File: src/core/csb_pkg.sv
// Purpose: Shared types and constants of the compare, skip and branch unit
// Assumes: Word-addressed program counter, 8-bit status flag register
// Notes: Flag positions follow the core's status flag register layout
`default_nettype none
package csb_pkg;
	localparam int PC_W  = 12;
	localparam int OFS_W = 7;

	// Status flag register bit positions
	localparam int FLAG_C = 0;
	localparam int FLAG_Z = 1;
	localparam int FLAG_N = 2;
	localparam int FLAG_V = 3;
	localparam int FLAG_S = 4;
	localparam int FLAG_H = 5;
	localparam int FLAG_T = 6;
	localparam int FLAG_I = 7;

	localparam logic [7:0] FLAGS_RESET = 8'h00;

	// Cycle counts per outcome
	localparam logic [1:0] CYC_PLAIN    = 2'h1;
	localparam logic [1:0] CYC_TAKEN    = 2'h2;
	localparam logic [1:0] CYC_SKIP_ONE = 2'h2;
	localparam logic [1:0] CYC_SKIP_TWO = 2'h3;

	// Program counter steps in words
	localparam logic [PC_W-1:0] STEP_NEXT     = 12'h001;
	localparam logic [PC_W-1:0] STEP_SKIP_ONE = 12'h002;
	localparam logic [PC_W-1:0] STEP_SKIP_TWO = 12'h003;

	typedef enum logic [4:0] {
		compare_skip_equal,
		compare_regs,
		compare_regs_with_carry,
		compare_immediate,
		skip_reg_bit_clear,
		skip_reg_bit_set,
		skip_io_bit_clear,
		skip_io_bit_set,
		branch_flag_set,
		branch_flag_clear,
		branch_equal,
		branch_not_equal,
		branch_carry_set,
		branch_carry_clear,
		branch_same_or_higher,
		branch_lower,
		branch_minus,
		branch_plus,
		branch_greater_equal_signed,
		branch_less_signed,
		branch_half_carry_set,
		branch_half_carry_clear,
		branch_transfer_bit_set,
		branch_transfer_bit_clear,
		branch_overflow_set,
		branch_overflow_clear
	} csb_op_t;

	typedef enum {ST_IDLE, ST_BUSY} csb_state_t;

	typedef struct packed {
		csb_op_t          op;
		logic [7:0]       rd;
		logic [7:0]       rr;
		logic [7:0]       imm;
		logic [2:0]       bit_sel;
		logic [7:0]       io_val;
		logic [2:0]       flag_sel;
		logic [OFS_W-1:0] offset;
		logic [PC_W-1:0]  pc;
		logic             next_two_word;
	} csb_req_t;
endpackage : csb_pkg
`default_nettype wire

File: src/core/csb_unit.sv
// Purpose: Compare, conditional skip and conditional branch unit
// Assumes: Request fields are stable while i_valid is high
// Notes: o_busy holds off new requests during multi-cycle outcomes
`timescale 1ns/1ps
`default_nettype none
module csb_unit (
	input  wire logic              i_ref_clk,
	input  wire logic              i_rst_n,
	input  wire logic              i_valid,
	input  wire csb_pkg::csb_req_t i_req,
	input  wire logic [7:0]        i_flags,
	output logic [7:0]             o_flags,
	output logic                   o_flags_we,
	output logic                   o_done,
	output logic                   o_taken,
	output logic [csb_pkg::PC_W-1:0] o_pc_next,
	output logic                   o_busy
);
	function automatic logic [7:0] csb_sub_flags(
		input logic [7:0] a,
		input logic [7:0] b,
		input logic       cin,
		input logic       keep_z,
		input logic [7:0] old
	);
		logic [7:0] r;
		logic [7:0] f;
		r = 8'(a - b - {7'h00, cin});
		f = old;
		f[csb_pkg::FLAG_C] = (~a[7] & b[7]) | (b[7] & r[7]) | (r[7] & ~a[7]);
		f[csb_pkg::FLAG_H] = (~a[3] & b[3]) | (b[3] & r[3]) | (r[3] & ~a[3]);
		f[csb_pkg::FLAG_V] = (a[7] & ~b[7] & ~r[7]) | (~a[7] & b[7] & r[7]);
		f[csb_pkg::FLAG_N] = r[7];
		f[csb_pkg::FLAG_S] = r[7] ^ f[csb_pkg::FLAG_V];
		// With carry, zero only sticks if it was already set
		f[csb_pkg::FLAG_Z] = (r == 8'h00) & (~keep_z | old[csb_pkg::FLAG_Z]);
		return f;
	endfunction : csb_sub_flags

	csb_pkg::csb_state_t state;
	logic [1:0]          cnt;

	wire accept = i_valid & (state == csb_pkg::ST_IDLE);
	csb_pkg::csb_op_t op;
	assign op = i_req.op;

	wire fc = i_flags[csb_pkg::FLAG_C];
	wire fz = i_flags[csb_pkg::FLAG_Z];
	wire fn = i_flags[csb_pkg::FLAG_N];
	wire fv = i_flags[csb_pkg::FLAG_V];
	wire fh = i_flags[csb_pkg::FLAG_H];
	wire ft = i_flags[csb_pkg::FLAG_T];
	wire fsel = i_flags[i_req.flag_sel];
	wire reg_bit = i_req.rr[i_req.bit_sel];
	wire io_bit = i_req.io_val[i_req.bit_sel];

	wire is_cmp = op inside {csb_pkg::compare_regs, csb_pkg::compare_regs_with_carry,
		csb_pkg::compare_immediate};

	wire skip_hit = (op == csb_pkg::compare_skip_equal && i_req.rd == i_req.rr)
		| (op == csb_pkg::skip_reg_bit_clear && !reg_bit)
		| (op == csb_pkg::skip_reg_bit_set && reg_bit)
		| (op == csb_pkg::skip_io_bit_clear && !io_bit)
		| (op == csb_pkg::skip_io_bit_set && io_bit);

	wire br_hit = (op == csb_pkg::branch_flag_set && fsel)
		| (op == csb_pkg::branch_flag_clear && !fsel)
		| (op == csb_pkg::branch_equal && fz)
		| (op == csb_pkg::branch_not_equal && !fz)
		| (op == csb_pkg::branch_carry_set && fc)
		| (op == csb_pkg::branch_lower && fc)
		| (op == csb_pkg::branch_carry_clear && !fc)
		| (op == csb_pkg::branch_same_or_higher && !fc)
		| (op == csb_pkg::branch_minus && fn)
		| (op == csb_pkg::branch_plus && !fn)
		| (op == csb_pkg::branch_greater_equal_signed && !(fn ^ fv))
		| (op == csb_pkg::branch_less_signed && (fn ^ fv))
		| (op == csb_pkg::branch_half_carry_set && fh)
		| (op == csb_pkg::branch_half_carry_clear && !fh)
		| (op == csb_pkg::branch_transfer_bit_set && ft)
		| (op == csb_pkg::branch_transfer_bit_clear && !ft)
		| (op == csb_pkg::branch_overflow_set && fv)
		| (op == csb_pkg::branch_overflow_clear && !fv);

	// Offset is a signed word displacement
	wire [csb_pkg::PC_W-1:0] ofs_ext = {{(csb_pkg::PC_W-csb_pkg::OFS_W){i_req.offset[6]}},
		i_req.offset};
	wire [csb_pkg::PC_W-1:0] br_target = i_req.pc + ofs_ext + csb_pkg::STEP_NEXT;
	wire [csb_pkg::PC_W-1:0] skip_step = i_req.next_two_word ? csb_pkg::STEP_SKIP_TWO
		: csb_pkg::STEP_SKIP_ONE;

	wire [csb_pkg::PC_W-1:0] next_pc = skip_hit ? i_req.pc + skip_step
		: br_hit ? br_target : i_req.pc + csb_pkg::STEP_NEXT;
	wire [1:0] next_cycles = skip_hit ? (i_req.next_two_word ? csb_pkg::CYC_SKIP_TWO
		: csb_pkg::CYC_SKIP_ONE) : br_hit ? csb_pkg::CYC_TAKEN : csb_pkg::CYC_PLAIN;

	// Compares write flags only, never a register result
	wire [7:0] cmp_b = (op == csb_pkg::compare_immediate) ? i_req.imm : i_req.rr;
	wire       cmp_c = (op == csb_pkg::compare_regs_with_carry) & fc;
	wire [7:0] next_flags = csb_sub_flags(i_req.rd, cmp_b, cmp_c,
		op == csb_pkg::compare_regs_with_carry, i_flags);

	always_ff @(posedge i_ref_clk) begin
		if (!i_rst_n) begin
			o_flags <= csb_pkg::FLAGS_RESET;
			o_flags_we <= 1'b0;
		end else begin
			o_flags_we <= accept & is_cmp;
			if (accept & is_cmp) begin
				o_flags <= next_flags;
			end
		end
	end

	// Extra cycles are spent waiting so the fetch unit can discard work
	always_ff @(posedge i_ref_clk) begin
		if (!i_rst_n) begin
			state <= csb_pkg::ST_IDLE;
			cnt <= 2'h0;
			o_done <= 1'b0;
			o_busy <= 1'b0;
			o_taken <= 1'b0;
			o_pc_next <= '0;
		end else begin
			case (state)
				csb_pkg::ST_IDLE: begin
					o_done <= accept && next_cycles == csb_pkg::CYC_PLAIN;
					if (accept) begin
						o_pc_next <= next_pc;
						o_taken <= skip_hit | br_hit;
						cnt <= 2'(next_cycles - 2'h2);
						if (next_cycles != csb_pkg::CYC_PLAIN) begin
							state <= csb_pkg::ST_BUSY;
							o_busy <= 1'b1;
						end
					end
				end
				csb_pkg::ST_BUSY: begin
					o_done <= (cnt == 2'h0);
					if (cnt == 2'h0) begin
						state <= csb_pkg::ST_IDLE;
						o_busy <= 1'b0;
					end else begin
						cnt <= 2'(cnt - 2'h1);
					end
				end
				default: begin
					state <= csb_pkg::ST_IDLE;
					o_busy <= 1'b0;
					o_done <= 1'b0;
				end
			endcase
		end
	end

	property p_skip_equal_two;
		@(posedge i_ref_clk) disable iff (!i_rst_n)
		accept && op == csb_pkg::compare_skip_equal && i_req.rd == i_req.rr
			&& i_req.next_two_word |=> o_busy && !o_done ##1 o_busy && !o_done
			##1 o_done && o_pc_next == 12'($past(i_req.pc, 3) + 12'h003);
	endproperty
	a_skip_equal_two: assert property (p_skip_equal_two) else $error("equal skip wrong");

	property p_compare_flags;
		@(posedge i_ref_clk) disable iff (!i_rst_n)
		accept && op == csb_pkg::compare_regs |=> o_done && o_flags_we
			&& o_flags[csb_pkg::FLAG_Z] == ($past(i_req.rd) == $past(i_req.rr))
			&& o_flags[csb_pkg::FLAG_C] == ($past(i_req.rd) < $past(i_req.rr));
	endproperty
	a_compare_flags: assert property (p_compare_flags) else $error("compare flags wrong");

	property p_skip_reg_clear;
		@(posedge i_ref_clk) disable iff (!i_rst_n)
		accept && op == csb_pkg::skip_reg_bit_clear && !reg_bit && !i_req.next_two_word
			|=> !o_done ##1 o_done && o_taken && !o_flags_we;
	endproperty
	a_skip_reg_clear: assert property (p_skip_reg_clear) else $error("reg skip wrong");

	property p_skip_io_set_miss;
		@(posedge i_ref_clk) disable iff (!i_rst_n)
		accept && op == csb_pkg::skip_io_bit_set && !io_bit
			|=> o_done && !o_taken && o_pc_next == 12'($past(i_req.pc) + 12'h001);
	endproperty
	a_skip_io_set_miss: assert property (p_skip_io_set_miss) else $error("io skip wrong");

	property p_flag_branch;
		@(posedge i_ref_clk) disable iff (!i_rst_n)
		accept && op == csb_pkg::branch_flag_set && fsel
			|=> o_busy ##1 o_done && o_taken && !o_busy;
	endproperty
	a_flag_branch: assert property (p_flag_branch) else $error("flag branch wrong");

	property p_signed_less;
		@(posedge i_ref_clk) disable iff (!i_rst_n)
		accept && op == csb_pkg::branch_less_signed |=> o_taken == ($past(fn) ^ $past(fv));
	endproperty
	a_signed_less: assert property (p_signed_less) else $error("signed branch wrong");

	property p_branch_target;
		@(posedge i_ref_clk) disable iff (!i_rst_n)
		accept && op == csb_pkg::branch_equal && fz |=> ##1 o_done
			&& o_pc_next == 12'($past(i_req.pc, 2) + 12'($signed($past(i_req.offset, 2)))
			+ 12'h001);
	endproperty
	a_branch_target: assert property (p_branch_target) else $error("target wrong");

	property p_not_taken_one;
		@(posedge i_ref_clk) disable iff (!i_rst_n)
		accept && op == csb_pkg::branch_overflow_set && !fv
			|=> o_done && !o_busy && !o_taken && !o_flags_we;
	endproperty
	a_not_taken_one: assert property (p_not_taken_one) else $error("miss timing wrong");
endmodule : csb_unit
`default_nettype wire

File: config.mk
export PLATFORM = sky130hd
export DESIGN_NAME = csb_unit
export DESIGN_NICKNAME = d
export VERILOG_FILES = /design/src/core/csb_pkg.sv /design/src/core/csb_unit.sv
export SDC_FILE = /design/constraint.sdc
export NUM_CORES = 1
export LEC_CHECK = 0
export ABC_AREA = 1
export BUFFER_PORTS_ARGS = -buffer_cell sky130_fd_sc_hd__buf_4
export CAP_MARGIN = 0
export CORE_ASPECT_RATIO = 0.9
export CORE_MARGIN = 5
export CORE_UTILIZATION = 40
export CTS_CLUSTER_DIAMETER = 80
export DETAILED_ROUTE_END_ITERATION = 16
export HOLD_SLACK_MARGIN = 0.08
export PLACE_DENSITY = 0.6
export SETUP_SLACK_MARGIN = 0.2
export SLEW_MARGIN = 20
export SYNTH_ARGS = -nofsm -noshare
export SYNTH_HDL_FRONTEND = slang
export SYNTH_SLANG_ARGS = --single-unit
File: constraint.sdc
create_clock -name i_ref_clk -period 5.3 [get_ports i_ref_clk]
set_input_delay 1.06 -clock i_ref_clk [delete_from_list [all_inputs] [get_ports i_ref_clk]]
set_output_delay 1.06 -clock i_ref_clk [all_outputs]
set_load 0.01 [all_outputs]
==> results.md, run 1 <==
- Switching Fraction: around two fifths
- Fin crit period: 3.80 ns
- Worst R2R End: o_flags[4]
- Power per cell area: 157 mW/mm2
- Clock buffer depth: 2
- Ports: 98
- Post-synth top cells: nand2_1 (167), inv_1 (98), nand3_1 (62), nor2_1 (38), a21oi_1 (31)
- Max VDD drop: 0.0859 mV
- DRC: 0
- Cells after Synth: 600
- Min-delay src: o_pc_next[10]
- Crit start category: primary input
- Largest net degree at the start of global routing: 20
- Buffers on Ports: 97
- Async set-reset flop share out of synthesis: 0%
- Clock Power Share: 15.2%
- Slowest CP cell: fa_1
- Crit-path cells: buf_4, nor3_1, inv_1, nor2_1, buf_4, inv_1, nand2_1, o21ai_0, fa_1, fa_1, o21ai_0, nand2_1, a21oi_1, nor2_1, nor2_1, xnor2_1, nor2_1, nand3_1, a21oi_1
- Overall routing resource usage: a little under a fifth
- Setup bufs post-CTS: 0
- Pint: 0.419 mW
- Met2 wire length: 4620 um
- CP dominant cell by count: nor2_1
- Sequential fraction of the synthesis area: 14.5%
- Worst-Skew Late Latency: 0.26 ns
- Hpwl dp: roughly 8800 um
- Initial antenna violation count: 0
- WL final: 10,200 um
- Hold Path Class: flip-flop to flip-flop
- Worst slew pin tran: roughly 0.8 ns
- Total Power: 0.697 mW
- Layout net count: roughly 800
- Yosys reg bits: 26
- Max stage delay on crit path: 0.46 ns
- # diodes: 0
- P_sw: 0.278 mW
- Layout area overhead: 23.9%
- Highest metal layer with signal wires: met4
- 1st-pass router iterations: 4
- Fin area: 0.00444 mm2
- Top_reg_cell synth: dfxtp_1
- Setup TNS: 0 ns
- Setup violations, final: 0
- Post-DRT Antenna Nets: 0
- Sequential fraction of design power: between 30% and 40%
- Setup Skew: 0.00328 ns
- GRT overflow: 0
- Status: finished, final reports clean
- Final Wtd Congestion: 0.906
- CP max FO: 12
- Num CTS Buffers: 3
- Count leader, synth: nand2_1
- Number of global-route vias before repair: 3,639
- Syn Area/Cell: 5.97 um2
- Final Hold Vio Count: 0
- First DRT Iteration DRCs: 214
- LEAKAGE: about 2.4 nW
- Fmax: 0.263 GHz
- Die Area: 0.0110 mm2
- Via Count: ~4k
- Worst Path Buf+Inv: 4
- Layout cells sized above 1: around a fifth
- R2R setup slack: between 3 and 4 ns
- Unrepaired setup endpoints after global routing: no
- PostCTS Resize Cnt: 0
- WP data arrival: 3.93 ns
- Post-synthesis cell area: 0.00358 mm2
- Worst Path Required: 5.44 ns
- Post-Place Cell Area: 0.00440 mm2
- Core area: 0.00865 mm2
- FILL cells: 924
- Area leader, netlist: nand2_1
- Die H: 99.8 um
- Endpoint type of the worst setup path: flip-flop
- Reg-to-Reg Start: o_busy
- Reg2reg path depth: 8
- First-pass GRT wire length: 16,700 um
- Synth warn: 0
- Final period util: a little over 70%
- # rows: 32
- Clk sinks: 26
- TritonCTS clock tree: yes
- Die width: 110 um
- H-Tree Depth: 1
- Sequential cell area: approximately 520 um2
- CP top delay family: adder cells
- Count of pins over their slew limit: 0
- Multi-input logic area: 0.00259 mm2
- CP Class: primary input to flip-flop
- CTS root buf: clkbuf_8
- Hold endpoint: o_pc_next[10]
- Met3 WL: 500 um
- Post-synth top area share: 17.5%
- Top cells by area, synth: nand2_1 (17%), dfxtp_1 (15%), inv_1 (10%)
- M1 WL: 5000 um
- Slew Limit Headroom: 46.7%
- Logic pwr share: 53.5%
- Hold path cells: 2
- Max Cap Viol: 0
- Number of synthesized flops with an enable pin: 0
- DR WL/cell: approximately 13 um
- Synthesized Nets: 706
- CTS Hold Bufs: 0
- Via density: roughly 4.9
- Clk pin slew, worst setup/hold paths: 0.08 ns
- Cell variety after synth: a little over 40
- Initial core utilization: 41.4%
-- cell type report --
cell class                      instances  area share, %
Multi-Input combinational cell        456           58.2
Timing Repair Buffer                   99           16.7
Sequential cell                        26           11.7
Inverter                              107           9.04
Tap cell                              119           3.35
Clock buffer                            3          0.930
-- layer usage --
metal / up-vias / global-route usage [%]
met5: - / 0
met4: 0 / 2.40
met3: 4 / 1.16
met2: 80 / 29.9
met1: 1777 / 27.2
li1: 2095 / -
-- flip-flops by register name (all words and copies together) (netlist names) --
register and flops:
cnt 2, o_done 1, o_flags_we 1, o_flags 8, o_busy 1, o_pc_next 12, o_taken 1
-- stage by stage --
| stage | setup slack [ns] | std cells | util [%] | hold WS (ns) |
|---|---|---|---|---|
| 2_1_floorplan | 1.83 | 600 | - | 0.490 |
| 3_3_place_gp | 1.37 | 807 | 50.9 | 0.459 |
| 3_5_place_dp | 1.25 | 807 | 50.9 | 0.461 |
| 4_1_cts | 1.51 | 810 | 51.4 | 0.474 |
| 5_1_grt | 1.15 | 810 | 51.4 | 0.505 |
| 6_report | 1.50 | 810 | 51.4 | 0.473 |
-- worst min-delay path, cell delays in order, from the launching register on --
cell and delay [ns]:
dfxtp_1 0.31, nand2_1 0.06, a21oi_1 0.06
-- how the worst max path moves through the flow --
stage,from,to,slack [ns],depth (start not counted)
after floorplan,i_req[62],o_flags[1],1.83,17
after global placement,i_req[62],o_flags[1],1.37,19
after detailed placement,i_req[62],o_flags[1],1.25,19
after CTS,i_req[62],o_flags[1],1.51,19
after global routing,i_req[62],o_flags[1],1.15,19
final,i_req[62],o_flags[1],1.50,19
-- layout by cell type (no fill, tap or decap), types with 2 or more instances in the layout --
cell	instances
o21a_1	3
nand3_2	2
o21ai_0	27
ha_1	29
clkbuf_8	3
nand2_1	167
o211ai_1	3
xnor2_1	8
nor2_1	38
o21bai_1	2
a31oi_1	4
inv_2	9
o21ai_1	4
nor3_1	8
buf_4	99
inv_1	98
a21oi_2	6
nor2_2	4
xor2_1	24
a21oi_1	31
nand3_4	2
fa_1	3
dfxtp_1	26
nand3_1	62
nand4_1	6
nand2_2	4
nand3b_1	4
o21ai_2	4
nor2_4	2
-- kinds of logic after synthesis --
group           synth area share [%]
flops                           14.5
mux                            0.279
xor+xnor                        7.82
compound gates                  14.1
buf+inv                         13.3
fa+ha+maj                       11.8
simple gates                    38.1
-- power by group through the flow --
stage,logic (mW),clock network [mW],registers (mW)
4_1_cts,0.374,0.110,0.218
2_1_floorplan,0.238,0,0.228
5_1_grt,0.423,0.115,0.220
6_report,0.373,0.106,0.218
3_5_place_dp,0.373,0,0.223
3_3_place_gp,0.367,0,0.223
(Power assumes the default switching activity.)
==> inputs of run 2 (changes only) <==
--- a/config.mk
+++ b/config.mk
@@ -14,7 +14,7 @@
 export CTS_CLUSTER_DIAMETER = 80
 export DETAILED_ROUTE_END_ITERATION = 16
 export HOLD_SLACK_MARGIN = 0.08
-export PLACE_DENSITY = 0.6
+export PLACE_DENSITY = 0.62
 export SETUP_SLACK_MARGIN = 0.2
 export SLEW_MARGIN = 20
 export SYNTH_ARGS = -nofsm -noshare
==> constraint.sdc (replaced) <==
create_clock -name i_ref_clk -period 3.15 [get_ports i_ref_clk]
set_input_delay 0.63 -clock i_ref_clk [delete_from_list [all_inputs] [get_ports i_ref_clk]]
set_output_delay 0.63 -clock i_ref_clk [all_outputs]
set_load 0.01 [all_outputs]
==> run 2 against run 1 <==
Compared with the run above:
- non-clock buffer count is 17 higher
- clock skew fell by 0.0014 ns
- combinational power grew 81%
- sequential share of layout area is 0.55 points lower
- via count rose by 2.4%
- largest power group unchanged
==> results.md, run 2 (synthesis results as in run 1) <==
- Setup Skew: 0.00188 ns (-0.00140 ns)
- CP top delay family: simple AND/OR/NAND/NOR gates
- Num CTS Buffers: 3 (unchanged)
- TritonCTS clock tree: yes
- Via Count: 4,051 (+2.4%)
- Layout area overhead: 30.0%
- Fmax: roughly 0.36 GHz
- Pre-CTS setup slack: -0.0250 ns (-1.27 ns)
- Slowest CP cell: fa_2
- 1st-pass router iterations: 4 (unchanged)
- Reg2reg path depth: 8 (unchanged)
- Met1 usage: 28.7% (+1.5 points)
- # diodes: 0 (unchanged)
- Worst R2R End: o_flags[4]
- Number of global-route vias before repair: 3,794 (+4.3%)
- Initial core utilization: 41.4% (unchanged)
- Crit-path cells: buf_4, nor3_4, inv_2, nor2_4, inv_2, nand2_2, o21ai_2, fa_2, ha_1, a211o_1, xor2_1, nand3b_1, nor2_1, nand3_1, a21oi_2
- First-pass GRT wire length: 17,300 um (+3.8%)
- Max Cap Viol: 0 (unchanged)
- Layout cells sized above 1: 24.7% (+4.7 points)
- Die Area: 0.0110 mm2 (unchanged)
- Busiest metal layer after global routing: met2
- Overall routing resource usage: 19.1% (+0.72 points)
- GRT overflow: 0 (unchanged)
- Hold Path Class: flip-flop to flip-flop
- Power per cell area: 264 mW/mm2 (+68%)
- CP Class: primary input to flip-flop
- LEAKAGE: 2.49 nW (+3.7%)
- Final period util: around nine tenths
- Clk pin slew, worst setup/hold paths: 0.08 ns (about the same)
- Via density: 4.90 (+0.30%)
- Status: finished, final reports clean
- Final Wtd Congestion: 0.934 (+3.1%)
- Fin area: 0.00466 mm2 (+4.9%)
- Clock buffer depth: 2 (unchanged)
- Worst Path Required: 3.35 ns (-2.09 ns)
- Fin cells: 827 (+2.1%)
- Final Hold Vio Count: 0 (unchanged)
- CP dominant cell by count: inv_2
- Met3 Use GR: 0.707% (-0.45 points)
- Unrepaired setup endpoints after global routing: yes
- Post-Place Cell Area: 0.00452 mm2 (+2.6%)
- Core area: 0.00865 mm2 (unchanged)
- Max reg flops: 12 (unchanged)
- WL final: 10,500 um (+3.1%)
- H-Tree Depth: 1 (unchanged)
- Die width: 110 um (unchanged)
- Hpwl dp: 8930 um (+1.1%)
- Slew Limit Headroom: 68.4% (+22 points)
- Endpoint type of the worst setup path: flip-flop
- Final design utilization: 53.9% (+2.5 points)
- Total Power: 1.23 mW (+76%)
- Crit start category: primary input
- FILL cells: 933 (+0.97%)
- Post-DRT Antenna Nets: 0 (unchanged)
- Initial antenna violation count: 0 (unchanged)
- CTS root buf: clkbuf_8
- Reg-to-Reg Start: o_busy
- Placed cell count: 821 (+1.7%)
- Ports: 98 (unchanged)
- Hold endpoint: o_pc_next[10]
- Setup violations, final: 0 (unchanged)
- DRC: 0 (unchanged)
- Multi-input logic area: 0.00267 mm2 (+3.1%)
- Worst-Skew Late Latency: 0.27 ns (about the same)
- Worst Path Buf+Inv: 3 (-1)
- Max VDD drop: 0.152 mV (+77%)
- Count of pins over their slew limit: 0 (unchanged)
- DR WL/cell: 12.7 um (+0.97%)
- WP data arrival: 3.00 ns (-0.93 ns)
- Commonest non-fill, non-tap cell in the layout: nand2_1
- GR Layer Usage met2: 30.9% (+0.98 points)
- Min-delay src: o_pc_next[10]
- First DRT Iteration DRCs: 146 (-32%)
- Worst slew pin tran: 0.469 ns (-0.328 ns)
- Buffers on Ports: 97 (unchanged)
- Largest registers: o_pc_next x12, o_flags x8, cnt x2
- Largest net degree at the start of global routing: 18 (-10%)
- Layout net count: 816 (+2.1%)
- Final WS setup: 0.356 ns (-1.15 ns)
- Most flops, register: o_pc_next
- Max stage delay on crit path: 0.41 ns (-0.05 ns)
- CTS Hold Bufs: 0 (unchanged)
- # rows: 32 (unchanged)
- Hold path cells: 2 (unchanged)
- CP max FO: 3 (-9)
- Clk sinks: 26 (unchanged)
- Die H: 99.8 um (unchanged)
- Fin crit period: 2.79 ns
- Most frequent cells in the layout: nand2_1 (164), buf_4 (113), inv_1 (93), nand3_1 (62), nor2_1 (36)
- R2R setup slack: 1.46 ns (-1.85 ns)
- Sequential cell area: 520 um2 (unchanged)
## run 2: final cells by class
cell class	count	share of cell area, %
sequential	26	11.2
clock buffer	3	0.886
multi-input combinational	456	57.2
timing repair buffer	116	18.9
tap	119	3.19
inverter	107	8.62
## run 2: worst max path at each step
stage,depth (start not counted),to,from,slack (ns)
floorplan,17,o_flags[1],i_req[62],0.23
global placement,18,o_flags[1],i_req[62],0.02
detailed placement,17,o_flags[1],i_req[62],-0.02
CTS,17,o_flags[1],i_req[62],0.24
global route,22,o_flags[4],i_req[61],0.17
finish,15,o_flags[1],i_req[61],0.36
## run 2: per-layer routing
layer | routed length [um] | part of all wire [%] | vias up
met3 | 383 | 3.6 | 7
met1 | 5180 | 49 | 1811
met2 | 4870 | 46 | 91
met5 | 0 | 0 | -
li1 | - | - | 2142
met4 | 68 | 0.65 | 0
## run 2: tightest hold or removal path, stage by stage, from the launching register on
cell and delay, ns:
dfxtp_1 0.32, nand2_1 0.06, a21oi_1 0.05
## run 2: through the flow
step / TNS (ns) / hold slack (ns)
after detailed placement: -0.0250 / 0.462
after global routing: 0 / 0.495
final: 0 / 0.472
after floorplan: 0 / 0.490
after global placement: 0 / 0.457
after CTS: 0 / 0.476
## run 2: power breakdown
part / internal (mW) / switching, mW / total, mW / leakage [nW]
combinational: 0.297 / 0.379 / 0.676 / 2.26
clock: 0.0856 / 0.0999 / 0.186 / 0.0216
sequential: 0.354 / 0.0131 / 0.367 / 0.213
## run 2: what timing repair did
action	in CTS	in global routing
gates resized for setup	0	26
setup endpoints to repair	0	5
setup buffers	0	3
==> inputs of run 3 (changes only) <==
--- a/config.mk
+++ b/config.mk
@@ -5,7 +5,6 @@
 export SDC_FILE = /design/constraint.sdc
 export NUM_CORES = 1
 export LEC_CHECK = 0
-export ABC_AREA = 1
 export BUFFER_PORTS_ARGS = -buffer_cell sky130_fd_sc_hd__buf_4
 export CAP_MARGIN = 0
 export CORE_ASPECT_RATIO = 0.9
@@ -13,8 +12,9 @@
 export CORE_UTILIZATION = 40
 export CTS_CLUSTER_DIAMETER = 80
 export DETAILED_ROUTE_END_ITERATION = 16
+export GPL_TIMING_DRIVEN = 0
 export HOLD_SLACK_MARGIN = 0.08
-export PLACE_DENSITY = 0.62
+export PLACE_DENSITY = 0.63
 export SETUP_SLACK_MARGIN = 0.2
 export SLEW_MARGIN = 20
 export SYNTH_ARGS = -nofsm -noshare
==> run 3 against run 2 <==
Compared with the run above:
- synthesized cell count decreased by 31%
- maximum frequency decreased by 7.7%
- global-route usage decreased by 0.32 points
- sequential power increased by 1%
- wire length decreased by 7.1%
- final area decreased by 5.2%
- clock skew about the same
- first-iteration DRC count increased by 12%
- power increased by 2.5%
- die area decreased by 8.1%
- sequential cell count unchanged
- area after synthesis decreased by 9.0%
- critical path type unchanged
==> results.md, run 3 <==
- Status: finished, final reports clean
- Power per cell area: 285 mW/mm2 (+8.1%)
- CTS root buf: clkbuf_8
- Most flops, register: o_pc_next
- DR WL/cell: 15.8 um (+24%)
- Async set-reset flop share out of synthesis: 0% (unchanged)
- Pint: 0.804 mW (+9.2%)
- Synth warn: 0 (unchanged)
- Ports: 98 (unchanged)
- Top cells by area, synth: dfxtp_1 (16%), ha_1 (11%), o21ai_0 (5.2%)
- Multi-input logic area: 0.00271 mm2 (+1.5%)
- WP data arrival: 3.24 ns (+0.24 ns)
- Initial antenna violation count: 0 (unchanged)
- Via density: 5.47 (+12%)
- Endpoint type of the worst setup path: flip-flop
- Synthesized Nets: 520 (-26%)
- Max Cap Viol: 0 (unchanged)
- Post-DRT Antenna Nets: 0 (unchanged)
- WL final: 9750 um (-7.1%)
- Largest registers: o_pc_next x12, o_flags x8, cnt x2
- Layout net count: 627 (-23%)
- Sequential cell area: 520 um2 (unchanged)
- Count leader, synth: o21ai_0
- First-pass GRT wire length: 15,900 um (-8.5%)
- Final period util: 96.2% (+7.5 points)
- Cell variety after synth: 66 (+61%)
- Via Count: 3,388 (-16%)
- LEAKAGE: 1.94 nW (-22%)
- Buffers on Ports: 96 (-1.0%)
- Unrepaired setup endpoints after global routing: yes
- Fin crit period: 3.03 ns (+0.235 ns)
- Worst slew pin tran: 0.622 ns (+0.152 ns)
- CP Class: primary input to flip-flop
- P_sw: 0.456 mW (-7.3%)
- Number of global-route vias before repair: 3,162 (-17%)
- H-Tree Depth: 1 (unchanged)
- Core area: 0.00799 mm2 (-7.6%)
- Overall routing resource usage: 18.8% (-0.32 points)
- Count of pins over their slew limit: 0 (unchanged)
- Post-synth top cells: o21ai_0 (34), nand2_1 (33), nor2_1 (32), inv_1 (31), ha_1 (29)
- Largest net degree at the start of global routing: 15 (-3)
- 1st-pass router iterations: 4 (unchanged)
- Crit-path cells: buf_8, buf_6, nor3_4, nand3_4, buf_4, mux2_2, ha_4, inv_1, ha_4, a21boi_1, o21a_1, o21a_1, o211a_4, nand4b_1, a21boi_1
- Worst-Skew Late Latency: 0.27 ns (about the same)
- Reg2reg path depth: 7 (-1)
- Max reg flops: 12 (unchanged)
- Clock Power Share: 17.1% (+2.0 points)
- Max stage delay on crit path: 0.30 ns (-0.11 ns)
- Most frequent cells in the layout: buf_4 (103), nand2_1 (33), nor2_1 (32), o21ai_0 (31), inv_1 (29)
- Final Wtd Congestion: 0.871 (-6.8%)
- Sequential fraction of design power: 29.5% (-0.4 points)
- Area leader, netlist: dfxtp_1
- First DRT Iteration DRCs: 164 (+12%)
- Clk pin slew, worst setup/hold paths: 0.09 ns (about the same)
- # rows: 31 (-3.1%)
- Logic pwr share: 53.4% (-1.6 points)
- Sequential fraction of the synthesis area: 16.0% (+1.4 points)
- FILL cells: 758 (-19%)
- Die width: 105 um (-4.2%)
- Fmax: 0.330 GHz (-7.7%)
- Top_reg_cell synth: dfxtp_1
- Hpwl dp: 7830 um (-12%)
- Clock buffer depth: 2 (unchanged)
- Post-Place Cell Area: 0.00418 mm2 (-7.5%)
- TritonCTS clock tree: yes
- Hold WS: 0.459 ns (-0.0125 ns)
- Commonest non-fill, non-tap cell in the layout: buf_4
- Layout cells sized above 1: 31.5% (+6.8 points)
- Num CTS Buffers: 3 (unchanged)
- CTS Hold Bufs: 0 (unchanged)
- Worst Path Required: 3.36 ns (about the same)
- Syn Area/Cell: 7.88 um2 (+32%)
- Final design utilization: 55.3% (+1.4 points)
- Max VDD drop: 0.156 mV (+2.8%)
- Slew Limit Headroom: 58.1% (-10 points)
- Slowest CP cell: mux2_2
- Fin area: 0.00442 mm2 (-5.2%)
- Post-synthesis cell area: 0.00326 mm2 (-9.0%)
- DRC: 0 (unchanged)
- Hold Path Class: flip-flop to flip-flop
- Final Hold Vio Count: 0 (unchanged)
- GRT overflow: 0 (unchanged)
- CP max FO: 6 (+3)
- Cells after Synth: 414 (-31%)
- Yosys reg bits: 26 (unchanged)
- Total Power: 1.26 mW (+2.5%)
- Setup violations, final: 0 (unchanged)
- Initial core utilization: 40.8% (-0.61 points)
- Post-synth top area share: 16.0% (-1.5 points)
- Number of synthesized flops with an enable pin: 0 (unchanged)
- Hold path cells: 2 (unchanged)
- Switching Fraction: 36.2% (-3.9 points)
- # diodes: 0 (unchanged)
- Crit start category: primary input
- Layout area overhead: 35.5%
- Die H: 95.7 um (-4.1%)
- Setup Skew: 0.00182 ns (-0.0000548 ns)
- Die Area: 0.0101 mm2 (-8.1%)
- Clk sinks: 26 (unchanged)
## run 3: cell count changes in the layout (fill, tap and decap cells not counted), moves of 7 or more
cell	before	now
o31ai_1	0	7
nand2_1	164	33
xor2_1	24	14
nand3_1	62	16
xnor2_1	8	16
a211oi_1	0	10
buf_4	113	103
inv_2	14	2
inv_1	93	29
a21oi_1	29	18
a21oi_2	8	1
## run 3: cells by family (layout without fill, tap and decap cells)
group	after synthesis	count (layout)	synth area share, %
and+or+nand+nor	136	136	21.2
AOI/OAI and AO/OA	117	117	23.7
buffers and inverters	47	153	6.79
xor gates and xnor gates	33	33	9.28
adders and majority gates	32	32	13.0
DFF	26	26	16.0
muxes	23	23	10.1
## run 3: stage by stage
step | setup TNS, ns | worst slack [ns] | std cells
floorplan | -0.121 | -0.0931 | 414
global placement | -2.86 | -0.660 | 609
detailed placement | -2.76 | -0.677 | 609
CTS | 0 | 0.0289 | 619
global route | 0 | 0.0298 | 619
finish | 0 | 0.121 | 619
## run 3: power by group through the flow
stage          registers (mW)  clock network [mW]  logic, mW
2_1_floorplan           0.387                   0      0.378
3_3_place_gp            0.379                   0      0.606
3_5_place_dp            0.379                   0      0.616
4_1_cts                 0.372               0.220      0.649
5_1_grt                 0.375               0.233      0.743
6_report                0.371               0.216      0.673
## run 3: worst paths after layout
check,startpoint,end,slack (ns)
max,i_req[60],o_flags[1],0.12
min,o_pc_next[1],o_pc_next[1],0.46
max reg2reg,o_busy,o_flags[4],1.43
min reg2reg,o_pc_next[1],o_pc_next[1],0.46
## run 3: area by class of cell
cell class / instances / share of cell area (%)
plain buffers: 16 / 2.75
clock buffers: 4 / 1.25
inverters: 31 / 2.63
multi-input cells: 341 / 61.2
flip-flops and latches: 26 / 11.8
well taps: 99 / 2.80
repair buffers: 102 / 17.6
## run 3: worst max-delay path: cells and delay by family
| kind | cells | cell delay [ns] |
|---|---|---|
| buf+inv | 4 | 0.48 |
| simple gates | 3 | 0.51 |
| compound gates | 5 | 0.93 |
| fa+ha+maj | 2 | 0.38 |
| mux | 1 | 0.30 |
## run 3: layer usage
metal | share of wire, % | GRT usage (%) | vias to the layer above | routed length (um)
li1 | - | - | 1719 | -
met3 | 6.1 | 2.64 | 8 | 597
met5 | 0 | 0 | - | 0
met4 | 0.66 | 1.81 | 0 | 64
met1 | 47 | 27.3 | 1572 | 4630
met2 | 46 | 30.5 | 89 | 4460
## run 3: timing repair
action,CTS,global route
pin swaps,10,10
gates resized for setup,15,16
endpoints found under the setup margin,6,6
buffers inserted,6,0
cloned,0,0
